**src/hw/sfp_pkg.sv**
```systemverilog
// constants, types and register map of the static friction fault predictor
// assumes a 100 MHz core clock and an APB slave port with 32-bit data
package sfp_pkg;

    // apb register byte offsets
    localparam logic [7:0] SFP_OFS_MODE     = 8'h00;
    localparam logic [7:0] SFP_OFS_MULT     = 8'h04;
    localparam logic [7:0] SFP_OFS_DIR      = 8'h08;
    localparam logic [7:0] SFP_OFS_STRETCH  = 8'h0C;
    localparam logic [7:0] SFP_OFS_AVERAGE  = 8'h10;
    localparam logic [7:0] SFP_OFS_STDDEV   = 8'h14;
    localparam logic [7:0] SFP_OFS_STATUS   = 8'h18;
    localparam logic [7:0] SFP_OFS_UPPER    = 8'h1C;
    localparam logic [7:0] SFP_OFS_LOWER    = 8'h20;
    localparam logic [7:0] SFP_OFS_PROGRESS = 8'h24;
    localparam logic [7:0] SFP_OFS_CONTROL  = 8'h28;

    // field positions
    localparam int SFP_STATUS_LSB  = 20;
    localparam int SFP_CTRL_SWRST  = 0;

    // reset values
    localparam logic [3:0]  SFP_MODE_RST    = 4'h0;
    localparam logic [3:0]  SFP_MULT_RST    = 4'h0;
    localparam logic [1:0]  SFP_DIR_RST     = 2'h0;
    localparam logic [31:0] SFP_STRETCH_RST = 32'h0000_0000;
    localparam logic [15:0] SFP_STAT_RST    = 16'h0000;

    // warning mode field encodings
    localparam logic [3:0] SFP_MODE_OFF    = 4'h0;
    localparam logic [3:0] SFP_MODE_AUTO   = 4'h1;
    localparam logic [3:0] SFP_MODE_MANUAL = 4'h2;
    localparam logic [3:0] SFP_MODE_RESET  = 4'h3;

    // direction select encodings
    localparam logic [1:0] SFP_DIR_FWD = 2'h0;
    localparam logic [1:0] SFP_DIR_REV = 2'h1;

    // status nibble encodings
    localparam logic [3:0] SFP_ST_DISABLED = 4'h0;
    localparam logic [3:0] SFP_ST_PREPARE  = 4'h1;
    localparam logic [3:0] SFP_ST_WARNING  = 4'h2;
    localparam logic [3:0] SFP_ST_WATCH    = 4'h3;

    // arithmetic constants
    localparam logic [3:0]  SFP_MULT_DEFAULT  = 4'h5;
    localparam logic [35:0] SFP_REVS_PER_UNIT = 36'h0_0000_000A;
    localparam logic [4:0]  SFP_SAMPLES       = 5'h10;
    localparam int          SFP_SAMPLE_SHIFT  = 4;
    localparam logic [11:0] SFP_PCT_FULL      = 12'h064;
    localparam logic [3:0]  SFP_ROOT_MSB      = 4'hF;

    // timing
    localparam int CLK_PERIOD_NS = 10;
    localparam int TICK_PERIOD_NS = 1_000_000;
    localparam int RUN_TIME_H = 3;
    localparam int RUN_TICK_CYCLES_DEF = TICK_PERIOD_NS / CLK_PERIOD_NS;
    localparam int RUN_TICKS_DEF = RUN_TIME_H * 3600 * 1000;

    // one static friction estimate from the estimator
    typedef struct packed {
        logic               valid;
        logic               reverse;
        logic signed [15:0] value;
    } sfp_sample_s;

    // active limit pair
    typedef struct packed {
        logic signed [21:0] upper;
        logic signed [21:0] lower;
    } sfp_limits_s;

    // threshold derivation sequencer
    typedef enum logic [1:0] {
        SFP_IDLE    = 2'b00,
        SFP_COLLECT = 2'b01,
        SFP_ROOT    = 2'b10,
        SFP_COMMIT  = 2'b11
    } sfp_state_e;

endpackage

```
**src/hw/sfp_predictor.sv**
```systemverilog
// static friction fault predictor: apb registers, threshold derivation,
// limit computation and machine diagnosis warning
// assumes the friction estimator, travel accumulator and run detector share
// i_core_clk; software reaches all settings over apb
//
// The implementer's own choices: the APB interface to the registers and the address map.
`timescale 1ns/1ns
`default_nettype none

// Operation
// mode field: 0 disabled, 1 automatic, 2 manual, 3 pending threshold reset
// automatic derivation waits three hours running and estimation done
// automatic derivation skipped while travel below stretch setting
// stretch setting counts ten motor revolutions per unit
// automatic mode overwrites stored average and deviation
// automatic completion switches mode field to manual
// upper limit is average plus deviation times multiplier
// lower limit is average minus deviation times multiplier
// multiplier zero acts as five
// multiplier resets to zero
// average setting resets to zero, used as written in manual mode
// deviation setting resets to zero, used as written in manual mode
// pending reset at software reset clears thresholds, mode to automatic
// monitoring starts only once valid limits exist
// warning while estimate above upper limit
// warning while estimate below lower limit
// warning withdrawn when estimate back inside limits
// status nibble bits 20-23: 0 off, 1 preparing, 2 warning
// active upper and lower limits readable
// derivation progress in percent, 100 when limits created
// compare on each new estimate, signed arithmetic
// disabled mode keeps warning low, no derivation
module sfp_predictor
    import sfp_pkg::*;
#(
    parameter int RUN_TICK_CYCLES = RUN_TICK_CYCLES_DEF,
    parameter int RUN_TICKS       = RUN_TICKS_DEF
) (
    // clock and reset
    input  wire logic        i_core_clk,
    input  wire logic        i_srst,
    // apb slave
    input  wire logic        i_psel,
    input  wire logic        i_penable,
    input  wire logic        i_pwrite,
    input  wire logic [7:0]  i_paddr,
    input  wire logic [31:0] i_pwdata,
    output logic      [31:0] o_prdata,
    output logic             o_pready,
    output logic             o_pslverr,
    // estimator and machine side
    input  wire sfp_sample_s i_sample,
    input  wire logic        i_est_done_fwd,
    input  wire logic        i_est_done_rev,
    input  wire logic        i_equipment_running,
    input  wire logic [31:0] i_travel_revs,
    // results
    output logic             o_machine_diagnosis_warning,
    output logic      [3:0]  o_status_nibble
);

    // sign extension to a bus word
    function automatic logic [31:0] sext22(input logic signed [21:0] v);
        sext22 = {{10{v[21]}}, v};
    endfunction

    // registers
    logic        [3:0]  warning_mode_select;
    logic        [3:0]  limit_multiplier;
    logic        [1:0]  friction_direction_select;
    logic        [31:0] stretch_travel_distance;
    logic signed [15:0] friction_mean_setting;
    logic        [15:0] friction_spread_setting;

    // hardware owned
    logic        [6:0]  progress;
    logic               machine_diagnosis_warning;

    // run-time qualification
    logic [31:0] tick_cnt;
    logic [31:0] run_ticks;
    logic        run_ok;

    // derivation datapath
    sfp_state_e          state;
    sfp_state_e          next_state;
    logic        [4:0]   sample_cnt;
    logic signed [19:0]  sum;
    logic        [35:0]  sum_sq;

    // root search
    logic        [15:0]  root;
    logic        [3:0]   root_bit;

    // apb decode
    wire         apb_access = i_psel & i_penable;
    wire         apb_commit = apb_access & o_pready;
    wire         wr_en      = apb_commit & i_pwrite;

    // word hits
    wire         hit_mode   = i_paddr == SFP_OFS_MODE;
    wire         hit_mult   = i_paddr == SFP_OFS_MULT;
    wire         hit_dir    = i_paddr == SFP_OFS_DIR;
    wire         hit_str    = i_paddr == SFP_OFS_STRETCH;
    wire         hit_avg    = i_paddr == SFP_OFS_AVERAGE;
    wire         hit_std    = i_paddr == SFP_OFS_STDDEV;
    wire         hit_stat   = i_paddr == SFP_OFS_STATUS;
    wire         hit_up     = i_paddr == SFP_OFS_UPPER;
    wire         hit_lo     = i_paddr == SFP_OFS_LOWER;
    wire         hit_prog   = i_paddr == SFP_OFS_PROGRESS;
    wire         hit_ctrl   = i_paddr == SFP_OFS_CONTROL;

    // mapped or not
    wire         hit_any    = hit_mode | hit_mult | hit_dir | hit_str |
                              hit_avg | hit_std | hit_stat | hit_up |
                              hit_lo | hit_prog | hit_ctrl;

    // reset command
    wire         sw_reset   = wr_en & hit_ctrl & i_pwdata[SFP_CTRL_SWRST];

    // mode decode
    wire         mode_auto   = warning_mode_select == SFP_MODE_AUTO;
    wire         mode_manual = warning_mode_select == SFP_MODE_MANUAL;
    wire         mode_off    = warning_mode_select == SFP_MODE_OFF;
    wire         mode_clear  = warning_mode_select == SFP_MODE_RESET;

    // limit arithmetic
    wire  [3:0]  eff_mult = (limit_multiplier == 4'h0) ?
                            SFP_MULT_DEFAULT : limit_multiplier;
    wire  [19:0] spread_x = friction_spread_setting * eff_mult;
    wire signed [21:0] mean_w   = 22'(friction_mean_setting);
    wire signed [21:0] spread_w = $signed({2'b00, spread_x});

    // signed limits
    sfp_limits_s limits;
    assign limits.upper = mean_w + spread_w;
    assign limits.lower = mean_w - spread_w;

    // estimate qualification
    wire signed [21:0] est_w   = 22'(i_sample.value);
    wire         est_above = est_w > limits.upper;
    wire         est_below = est_w < limits.lower;

    // travel gate
    wire  [35:0] stretch_revs = 36'(stretch_travel_distance) *
                                SFP_REVS_PER_UNIT;
    wire         travel_ok = {4'h0, i_travel_revs} >= stretch_revs;
    wire         est_ok    = (friction_direction_select == SFP_DIR_FWD) ?
                             i_est_done_fwd :
                             (friction_direction_select == SFP_DIR_REV) ?
                             i_est_done_rev :
                             (i_est_done_fwd & i_est_done_rev);

    // direction match
    wire         dir_match = (friction_direction_select == SFP_DIR_FWD) ?
                             !i_sample.reverse :
                             (friction_direction_select == SFP_DIR_REV) ?
                             i_sample.reverse : 1'b1;

    // derivation gate
    wire         eligible  = mode_auto & run_ok & est_ok &
                             travel_ok; // see
    wire         take      = eligible & i_sample.valid & dir_match;

    // statistics of the collected set
    wire signed [15:0] mean_c  = 16'(sum >>> SFP_SAMPLE_SHIFT);
    wire signed [31:0] mean_sq = mean_c * mean_c;
    wire        [31:0] mean_sq_u = mean_sq;
    wire        [31:0] sq_avg  = 32'(sum_sq >> SFP_SAMPLE_SHIFT);
    wire        [31:0] variance = (sq_avg > mean_sq_u) ?
                                  (sq_avg - mean_sq_u) : 32'h0000_0000;

    // root trial
    wire        [15:0] root_try = root | (16'h0001 << root_bit);
    wire        [31:0] try_sq   = root_try * root_try;

    // sample square
    wire        [15:0] abs_v    = i_sample.value[15] ?
                                  16'(-i_sample.value) : i_sample.value;
    wire        [31:0] sample_sq = abs_v * abs_v;

    // progress percent
    wire        [11:0] prog_x   = 12'(sample_cnt) * SFP_PCT_FULL;
    wire        [6:0]  prog_now = 7'(prog_x >> SFP_SAMPLE_SHIFT);
    wire               derived  = state == SFP_COMMIT;

    // warning counts in manual mode only
    wire         warn_live  = machine_diagnosis_warning & mode_manual;

    // status nibble
    wire  [3:0]  status_now = (mode_off | mode_clear) ? SFP_ST_DISABLED :
                              mode_auto ? SFP_ST_PREPARE :
                              warn_live ? SFP_ST_WARNING :
                              SFP_ST_WATCH;

    // read data
    wire  [31:0] rd_mux =
        hit_mode ? {28'h0, warning_mode_select} :
        hit_mult ? {28'h0, limit_multiplier} :
        hit_dir  ? {30'h0, friction_direction_select} :
        hit_str  ? stretch_travel_distance :
        hit_avg  ? {16'h0, friction_mean_setting} :
        hit_std  ? {16'h0, friction_spread_setting} :
        hit_stat ? {8'h0, status_now, 20'h0} :
        hit_up   ? sext22(limits.upper) :
        hit_lo   ? sext22(limits.lower) :
        hit_prog ? {25'h0, progress} :
        32'h0000_0000;

    // apb answer: one wait state, data and error registered
    // unmapped: error, zero data
    always_ff @(posedge i_core_clk) begin
        if (i_srst) begin
            o_pready  <= 1'b0;
            o_prdata  <= 32'h0000_0000;
            o_pslverr <= 1'b0;
        end else begin
            o_pready  <= apb_access & !o_pready;
            o_prdata  <= (apb_access & !o_pready & !i_pwrite) ?
                         rd_mux : 32'h0000_0000;
            o_pslverr <= apb_access & !o_pready & !hit_any;
        end
    end

    // continuous running qualification, ms tick from a divider
    // a stop restarts the count
    always_ff @(posedge i_core_clk) begin
        if (i_srst | !i_equipment_running) begin
            tick_cnt  <= 32'h0000_0000;
            run_ticks <= 32'h0000_0000;
            run_ok    <= 1'b0;
        end else if (tick_cnt == 32'(RUN_TICK_CYCLES - 1)) begin
            tick_cnt  <= 32'h0000_0000;
            if (!run_ok) begin
                run_ticks <= run_ticks + 32'h0000_0001;
            end
            run_ok <= run_ticks >= 32'(RUN_TICKS - 1);
        end else begin
            tick_cnt <= tick_cnt + 32'h0000_0001;
        end
    end

    // derivation sequencer next state
    // leaving auto drops the set
    always_comb begin
        next_state = state;
        unique case (state)
            SFP_IDLE: begin
                if (take) begin
                    next_state = SFP_COLLECT;
                end
            end
            SFP_COLLECT: begin
                if (!mode_auto) begin
                    next_state = SFP_IDLE;
                end else if (sample_cnt == SFP_SAMPLES) begin
                    next_state = SFP_ROOT;
                end
            end
            SFP_ROOT: begin
                if (!mode_auto) begin
                    next_state = SFP_IDLE;
                end else if (root_bit == 4'h0) begin
                    next_state = SFP_COMMIT;
                end
            end
            SFP_COMMIT: begin
                next_state = SFP_IDLE;
            end
        endcase
    end

    // sample accumulation and square root, one bit per cycle
    // set stops at the sample count
    always_ff @(posedge i_core_clk) begin
        if (i_srst | !mode_auto) begin
            state      <= SFP_IDLE;
            sample_cnt <= 5'h00;
            sum        <= 20'sh00000;
            sum_sq     <= 36'h0_0000_0000;
            root       <= 16'h0000;
            root_bit   <= SFP_ROOT_MSB;
        end else begin
            state <= next_state;
            if (take & (sample_cnt != SFP_SAMPLES)) begin
                sample_cnt <= sample_cnt + 5'h01;
                sum        <= sum + 20'(i_sample.value);
                sum_sq     <= sum_sq + 36'(sample_sq);
            end
            if (state == SFP_ROOT) begin
                if (try_sq <= variance) begin
                    root <= root_try;
                end
                root_bit <= root_bit - 4'h1;
            end
        end
    end

    // software settings, hardware updates take precedence
    always_ff @(posedge i_core_clk) begin
        if (i_srst) begin
            warning_mode_select       <= SFP_MODE_RST;
            limit_multiplier          <= SFP_MULT_RST;
            friction_direction_select <= SFP_DIR_RST;
            stretch_travel_distance   <= SFP_STRETCH_RST;
            friction_mean_setting     <= SFP_STAT_RST;
            friction_spread_setting   <= SFP_STAT_RST;
            progress                  <= 7'h00;
        end else begin
            if (wr_en & hit_mode) begin
                warning_mode_select <= i_pwdata[3:0];
            end
            if (wr_en & hit_mult) begin
                limit_multiplier <= i_pwdata[3:0];
            end
            if (wr_en & hit_dir) begin
                friction_direction_select <= i_pwdata[1:0];
            end
            if (wr_en & hit_str) begin
                stretch_travel_distance <= i_pwdata;
            end
            if (wr_en & hit_avg) begin
                friction_mean_setting <= i_pwdata[15:0];
            end
            if (wr_en & hit_std) begin
                friction_spread_setting <= i_pwdata[15:0];
            end

            // held at 99 until commit
            if (mode_auto & (state != SFP_COMMIT)) begin
                progress <= (prog_now == SFP_PCT_FULL[6:0]) ?
                            7'h63 : prog_now;
            end

            // commit beats writes
            if (derived) begin
                friction_mean_setting   <= mean_c;
                friction_spread_setting <= root;
                warning_mode_select     <= SFP_MODE_MANUAL;
                progress                <= SFP_PCT_FULL[6:0];
            end

            // threshold reset beats all
            if (sw_reset & mode_clear) begin
                friction_mean_setting   <= SFP_STAT_RST;
                friction_spread_setting <= SFP_STAT_RST;
                warning_mode_select     <= SFP_MODE_AUTO;
                progress                <= 7'h00;
            end
        end
    end

    // warning: only with established limits, re-judged per estimate
    always_ff @(posedge i_core_clk) begin
        if (i_srst | !mode_manual) begin // see
            machine_diagnosis_warning <= 1'b0;
        end else if (i_sample.valid) begin
            machine_diagnosis_warning <= est_above |
                                         est_below;   // see
        end
    end

    // registered result outputs
    // same cycle for both outputs
    always_ff @(posedge i_core_clk) begin
        if (i_srst) begin
            o_machine_diagnosis_warning <= 1'b0;
            o_status_nibble             <= SFP_ST_DISABLED;
        end else begin
            o_machine_diagnosis_warning <= warn_live;
            o_status_nibble             <= status_now;
        end
    end

endmodule
`default_nettype wire

```
**config.mk**
```make
export PLATFORM = sky130hd
export DESIGN_NAME = sfp_predictor
export DESIGN_NICKNAME = d
export VERILOG_FILES = /design/src/hw/sfp_pkg.sv /design/src/hw/sfp_predictor.sv
export SDC_FILE = /design/constraint.sdc
export NUM_CORES = 2
export LEC_CHECK = 0
export BUFFER_PORTS_ARGS = -buffer_cell sky130_fd_sc_hd__buf_2
export CAP_MARGIN = 20
export CELL_PAD_IN_SITES_DETAIL_PLACEMENT = 0
export CELL_PAD_IN_SITES_GLOBAL_PLACEMENT = 1
export CORE_ASPECT_RATIO = 0.9
export CORE_MARGIN = 10
export CORE_UTILIZATION = 54
export DETAILED_ROUTE_END_ITERATION = 7
export PLACE_DENSITY = 0.95
export REMOVE_ABC_BUFFERS = 1
export SLEW_MARGIN = 20
export SYNTH_ARGS = -nofsm -noshare
export SYNTH_HDL_FRONTEND = slang
export SYNTH_SLANG_ARGS = --single-unit
```
**constraint.sdc**
```tcl
create_clock -name i_core_clk -period 28.7 [get_ports i_core_clk]
set_input_delay 5.74 -clock i_core_clk [delete_from_list [all_inputs] [get_ports i_core_clk]]
set_output_delay 5.74 -clock i_core_clk [all_outputs]
set_load 0.02 [all_outputs]
```
==> flow_summary_export.csv <==
group,metric,value,unit
route,num_vias,37479,
global_routing,grt_use_total,0.255,
run,drv_cap,0,
clocking,hold_buffers,0,
global_routing,use_met2,0.421,
synth,ys_warn_count,0,
cells_and_area,stdcell_count,6640,
critical_path,worstRegToRegCells,36,
power,vdd_ir_drop_max,0.197,mV
worst_hold_path,hold_path_startpoint,"progress[3]$_SDFFE_PP0P_",
clocking,numCtsBuffers,31,
critical_path,path_class,"in -> reg",
floorplan,core-area,84400,sq um
timing,worstMarginPinSlew,1110,ps
route,viasPerCell,5.64,
route,drc,0,
global_routing,grt_antenna_before_repair,6,
critical_path,crit_fanout,13,
global_routing,grt_pass1_vias,38541,
cells_and_area,layout_common_cells,"970 x inv_1, 629 x fa_1, 588 x ha_1, 485 x nor2_1, 477 x nand2_1",
clocking,clkLatencyLatePin,650,ps
cells_and_area,syn2layout_area_growth,6.36,%
cells_and_area,regArea,5350,sq um
critical_path,r2r_end,"root[4]$_SDFFE_PP0P_",
route,post_drt_wl_per_cell,18.8,um
timing,report.final.slew_viol_count,0,
synth,synth-seq-cells,267,
synth,synth.distinct_cells,88,
cells_and_area,nNetsFinal,6796,
timing,finalCriticalPeriod,14260,ps
clocking,cts_setup_buffers,0,
synth,synth-xor-area-share,0.0552,
timing,finalSetupViolCount,0,
timing,finClkSkew,30.7,ps
clocking,cts_buffer_depth,3,
critical_path,reg2reg_slack,16320,ps
clocking,cts_tree,"yes",
timing,rsz0062_at_grt,"false",
global_routing,overflow,0,
power,power_density,57.6,nW/um^2
timing,fin_tns_setup,0,ps
floorplan,initial_core_util,0.545,
route,dr.pass1.iters,7,
synth,yosys.area_share.simple,0.146,
worst_hold_path,worstHoldPathCells,2,
critical_path,cp-endpoint,"sum_sq[34]$_SDFFE_PP0P_",
placed_design,portBuffers,134,
floorplan,die_w,328,um
critical_path,startpoint,"i_sample[0]",
global_routing,grt_start_max_net_pins,70,
clocking,cts.repair.resized,0,
run_status,status,"completed",
clocking,h-tree-depth,1,
clocking,cts.sinks,267,
global_routing,grtUsageMet3,0.0472,
synth,synth-edff-count,0,
synth,synthFlopType,"dfxtp_1",
synth,yosysSeqAreaShare,0.116,
critical_path,cp-end-kind,"flop",
global_routing,grt_pass1_wl,203,mm
synth,syn_inst,5421,
placed_design,dpl.cell_count,6581,
floorplan,std_cell_rows,101,
cells_and_area,final_common_cell,"inv_1",
cells_and_area,drive_gt1_frac,0.0536,
critical_path,start_kind,"input port",
floorplan,fp.dieH,297,um
cells_and_area,multi_input_area,36400,sq um
cells_and_area,fillers,7770,
synth,avgSynthCellArea,8.49,sq um
synth,async_flop_share,0,
synth,synth_area,46000,sq um
critical_path,required,29280,ps
timing,hold-worst-slack,478,ps
timing,final_hold_viol_count,0,
global_routing,top_usage_layer,"met2",
clocking,clock-root-buffer,"clkbuf_16",
timing,fmax,70.1,MHz
synth,synth_adder_area_share,0.434,
critical_path,timing.rr.start,"sum[19]$_SDFFE_PP0P_",
critical_path,max_stage_delay,760,ps
synth,synth_top_family_by_area,"adder cells",
synth,synth_compound_area_frac,0.133,
critical_path,arrival,14840,ps
cells_and_area,final_util,0.580,
global_routing,grtUsageMet1,0.333,
power,p_leak,25.2,nW
timing,slew_headroom,0.260,
placed_design,place_congestion,0.962,
timing,post-route-period-util,0.497,
floorplan,die-area,97300,sq um
route,first_iter_violations,2648,
route,totalWireLength,125,mm
critical_path,critical-path-slowest-cell,"xor2_1",
clocking,path_clk_slew,70,ps
worst_hold_path,hold_path.class,"reg -> reg",
placed_design,hpwl,102,mm
synth,synth.area.mux_share,0.0202,
floorplan,io_pins,137,
route,ant_nets,0,
==> worst min path at each step <==
stage / endpoint / slack (ps)
after global placement: progress[3]$_SDFFE_PP0P_ / 460
after global routing: progress[3]$_SDFFE_PP0P_ / 500
final: progress[3]$_SDFFE_PP0P_ / 480
after detailed placement: progress[3]$_SDFFE_PP0P_ / 460
after floorplan: progress[3]$_SDFFE_PP0P_ / 440
after CTS: progress[3]$_SDFFE_PP0P_ / 470
==> cells by family (layout without fill, tap and decap cells) <==
kind of cell / count (synthesis) / after routing
mux: 92 / 92
compound gates: 929 / 929
simple gates: 1473 / 1473
xor+xnor: 290 / 290
flops: 267 / 267
buf+inv: 1151 / 1223
fa+ha+maj: 1217 / 1217
other cells: 2 / 16
==> cell usage after synthesis, types with 43 or more instances <==
library cell | n | share of area
nand4_1 | 50 | 0.0068
nand3_1 | 89 | 0.0097
a21o_1 | 139 | 0.023
clkbuf_1 | 142 | 0.012
a211oi_1 | 58 | 0.0095
mux2i_1 | 85 | 0.018
xnor2_1 | 162 | 0.031
nor2_1 | 488 | 0.040
a21oi_1 | 290 | 0.032
nor2b_1 | 45 | 0.0061
nand2_1 | 479 | 0.039
inv_1 | 970 | 0.079
nand2b_1 | 43 | 0.0058
dfxtp_1 | 267 | 0.12
o21ai_0 | 134 | 0.015
fa_1 | 629 | 0.27
nor3_1 | 58 | 0.0063
and2_1 | 57 | 0.0078
xor2_1 | 128 | 0.024
ha_1 | 588 | 0.16
==> worst max-delay path: cells and delay by family <==
family / cells / cell delay, ps
compound gates: 6 / 1760
simple gates: 8 / 2000
mux: 1 / 230
fa+ha+maj: 7 / 3260
xor+xnor: 1 / 760
buf+inv: 8 / 1080
==> flip-flops by register name, indices dropped and copies added (netlist names), 2 cells and up <==
name	flops
sample_cnt	5
root_bit	4
progress	7
state	2
sum_sq	36
o_status_nibble	2
friction_spread_setting	16
sum	20
tick_cnt	32
o_prdata	32
friction_direction_select	2
friction_mean_setting	16
limit_multiplier	4
warning_mode_select	4
run_ticks	32
root	16
stretch_travel_distance	32
==> layer usage <==
metal | wire length (um) | vias up
li1 | - | 17814
met1 | 53100 | 18317
met2 | 58200 | 1101
met3 | 8640 | 237
met4 | 4570 | 10
met5 | 37 | -
==> cell type report <==
cell class	count	share of cell area
Multi-Input combinational cell	4015	0.743
Sequential cell	267	0.109
Inverter	988	0.0758
Tap cell	1133	0.0290
Timing Repair Buffer	178	0.0205
Clock buffer	39	0.0173
Clock inverter	18	0.00499
Antenna cell	2	0.000102
==> power breakdown <==
group	leakage [nW]	total (mW)	switching [mW]	internal [mW]
Clock	0.528	0.440	0.193	0.248
Combinational	22.5	2.01	1.17	0.835
Sequential	2.15	0.371	0.000283	0.371
==> through the flow <==
stage / setup WS, ps / total power, mW / area (sq um)
final: 14440 / 2.82 / 48900
after global routing: 13800 / 3.09 / 48900
after CTS: 14540 / 2.80 / 48900
after detailed placement: 13860 / 2.34 / 47800
after global placement: 14120 / 2.29 / 47800
after floorplan: 15250 / 1.91 / 45400
No activity file was read; power rests on OpenSTA's default activity.
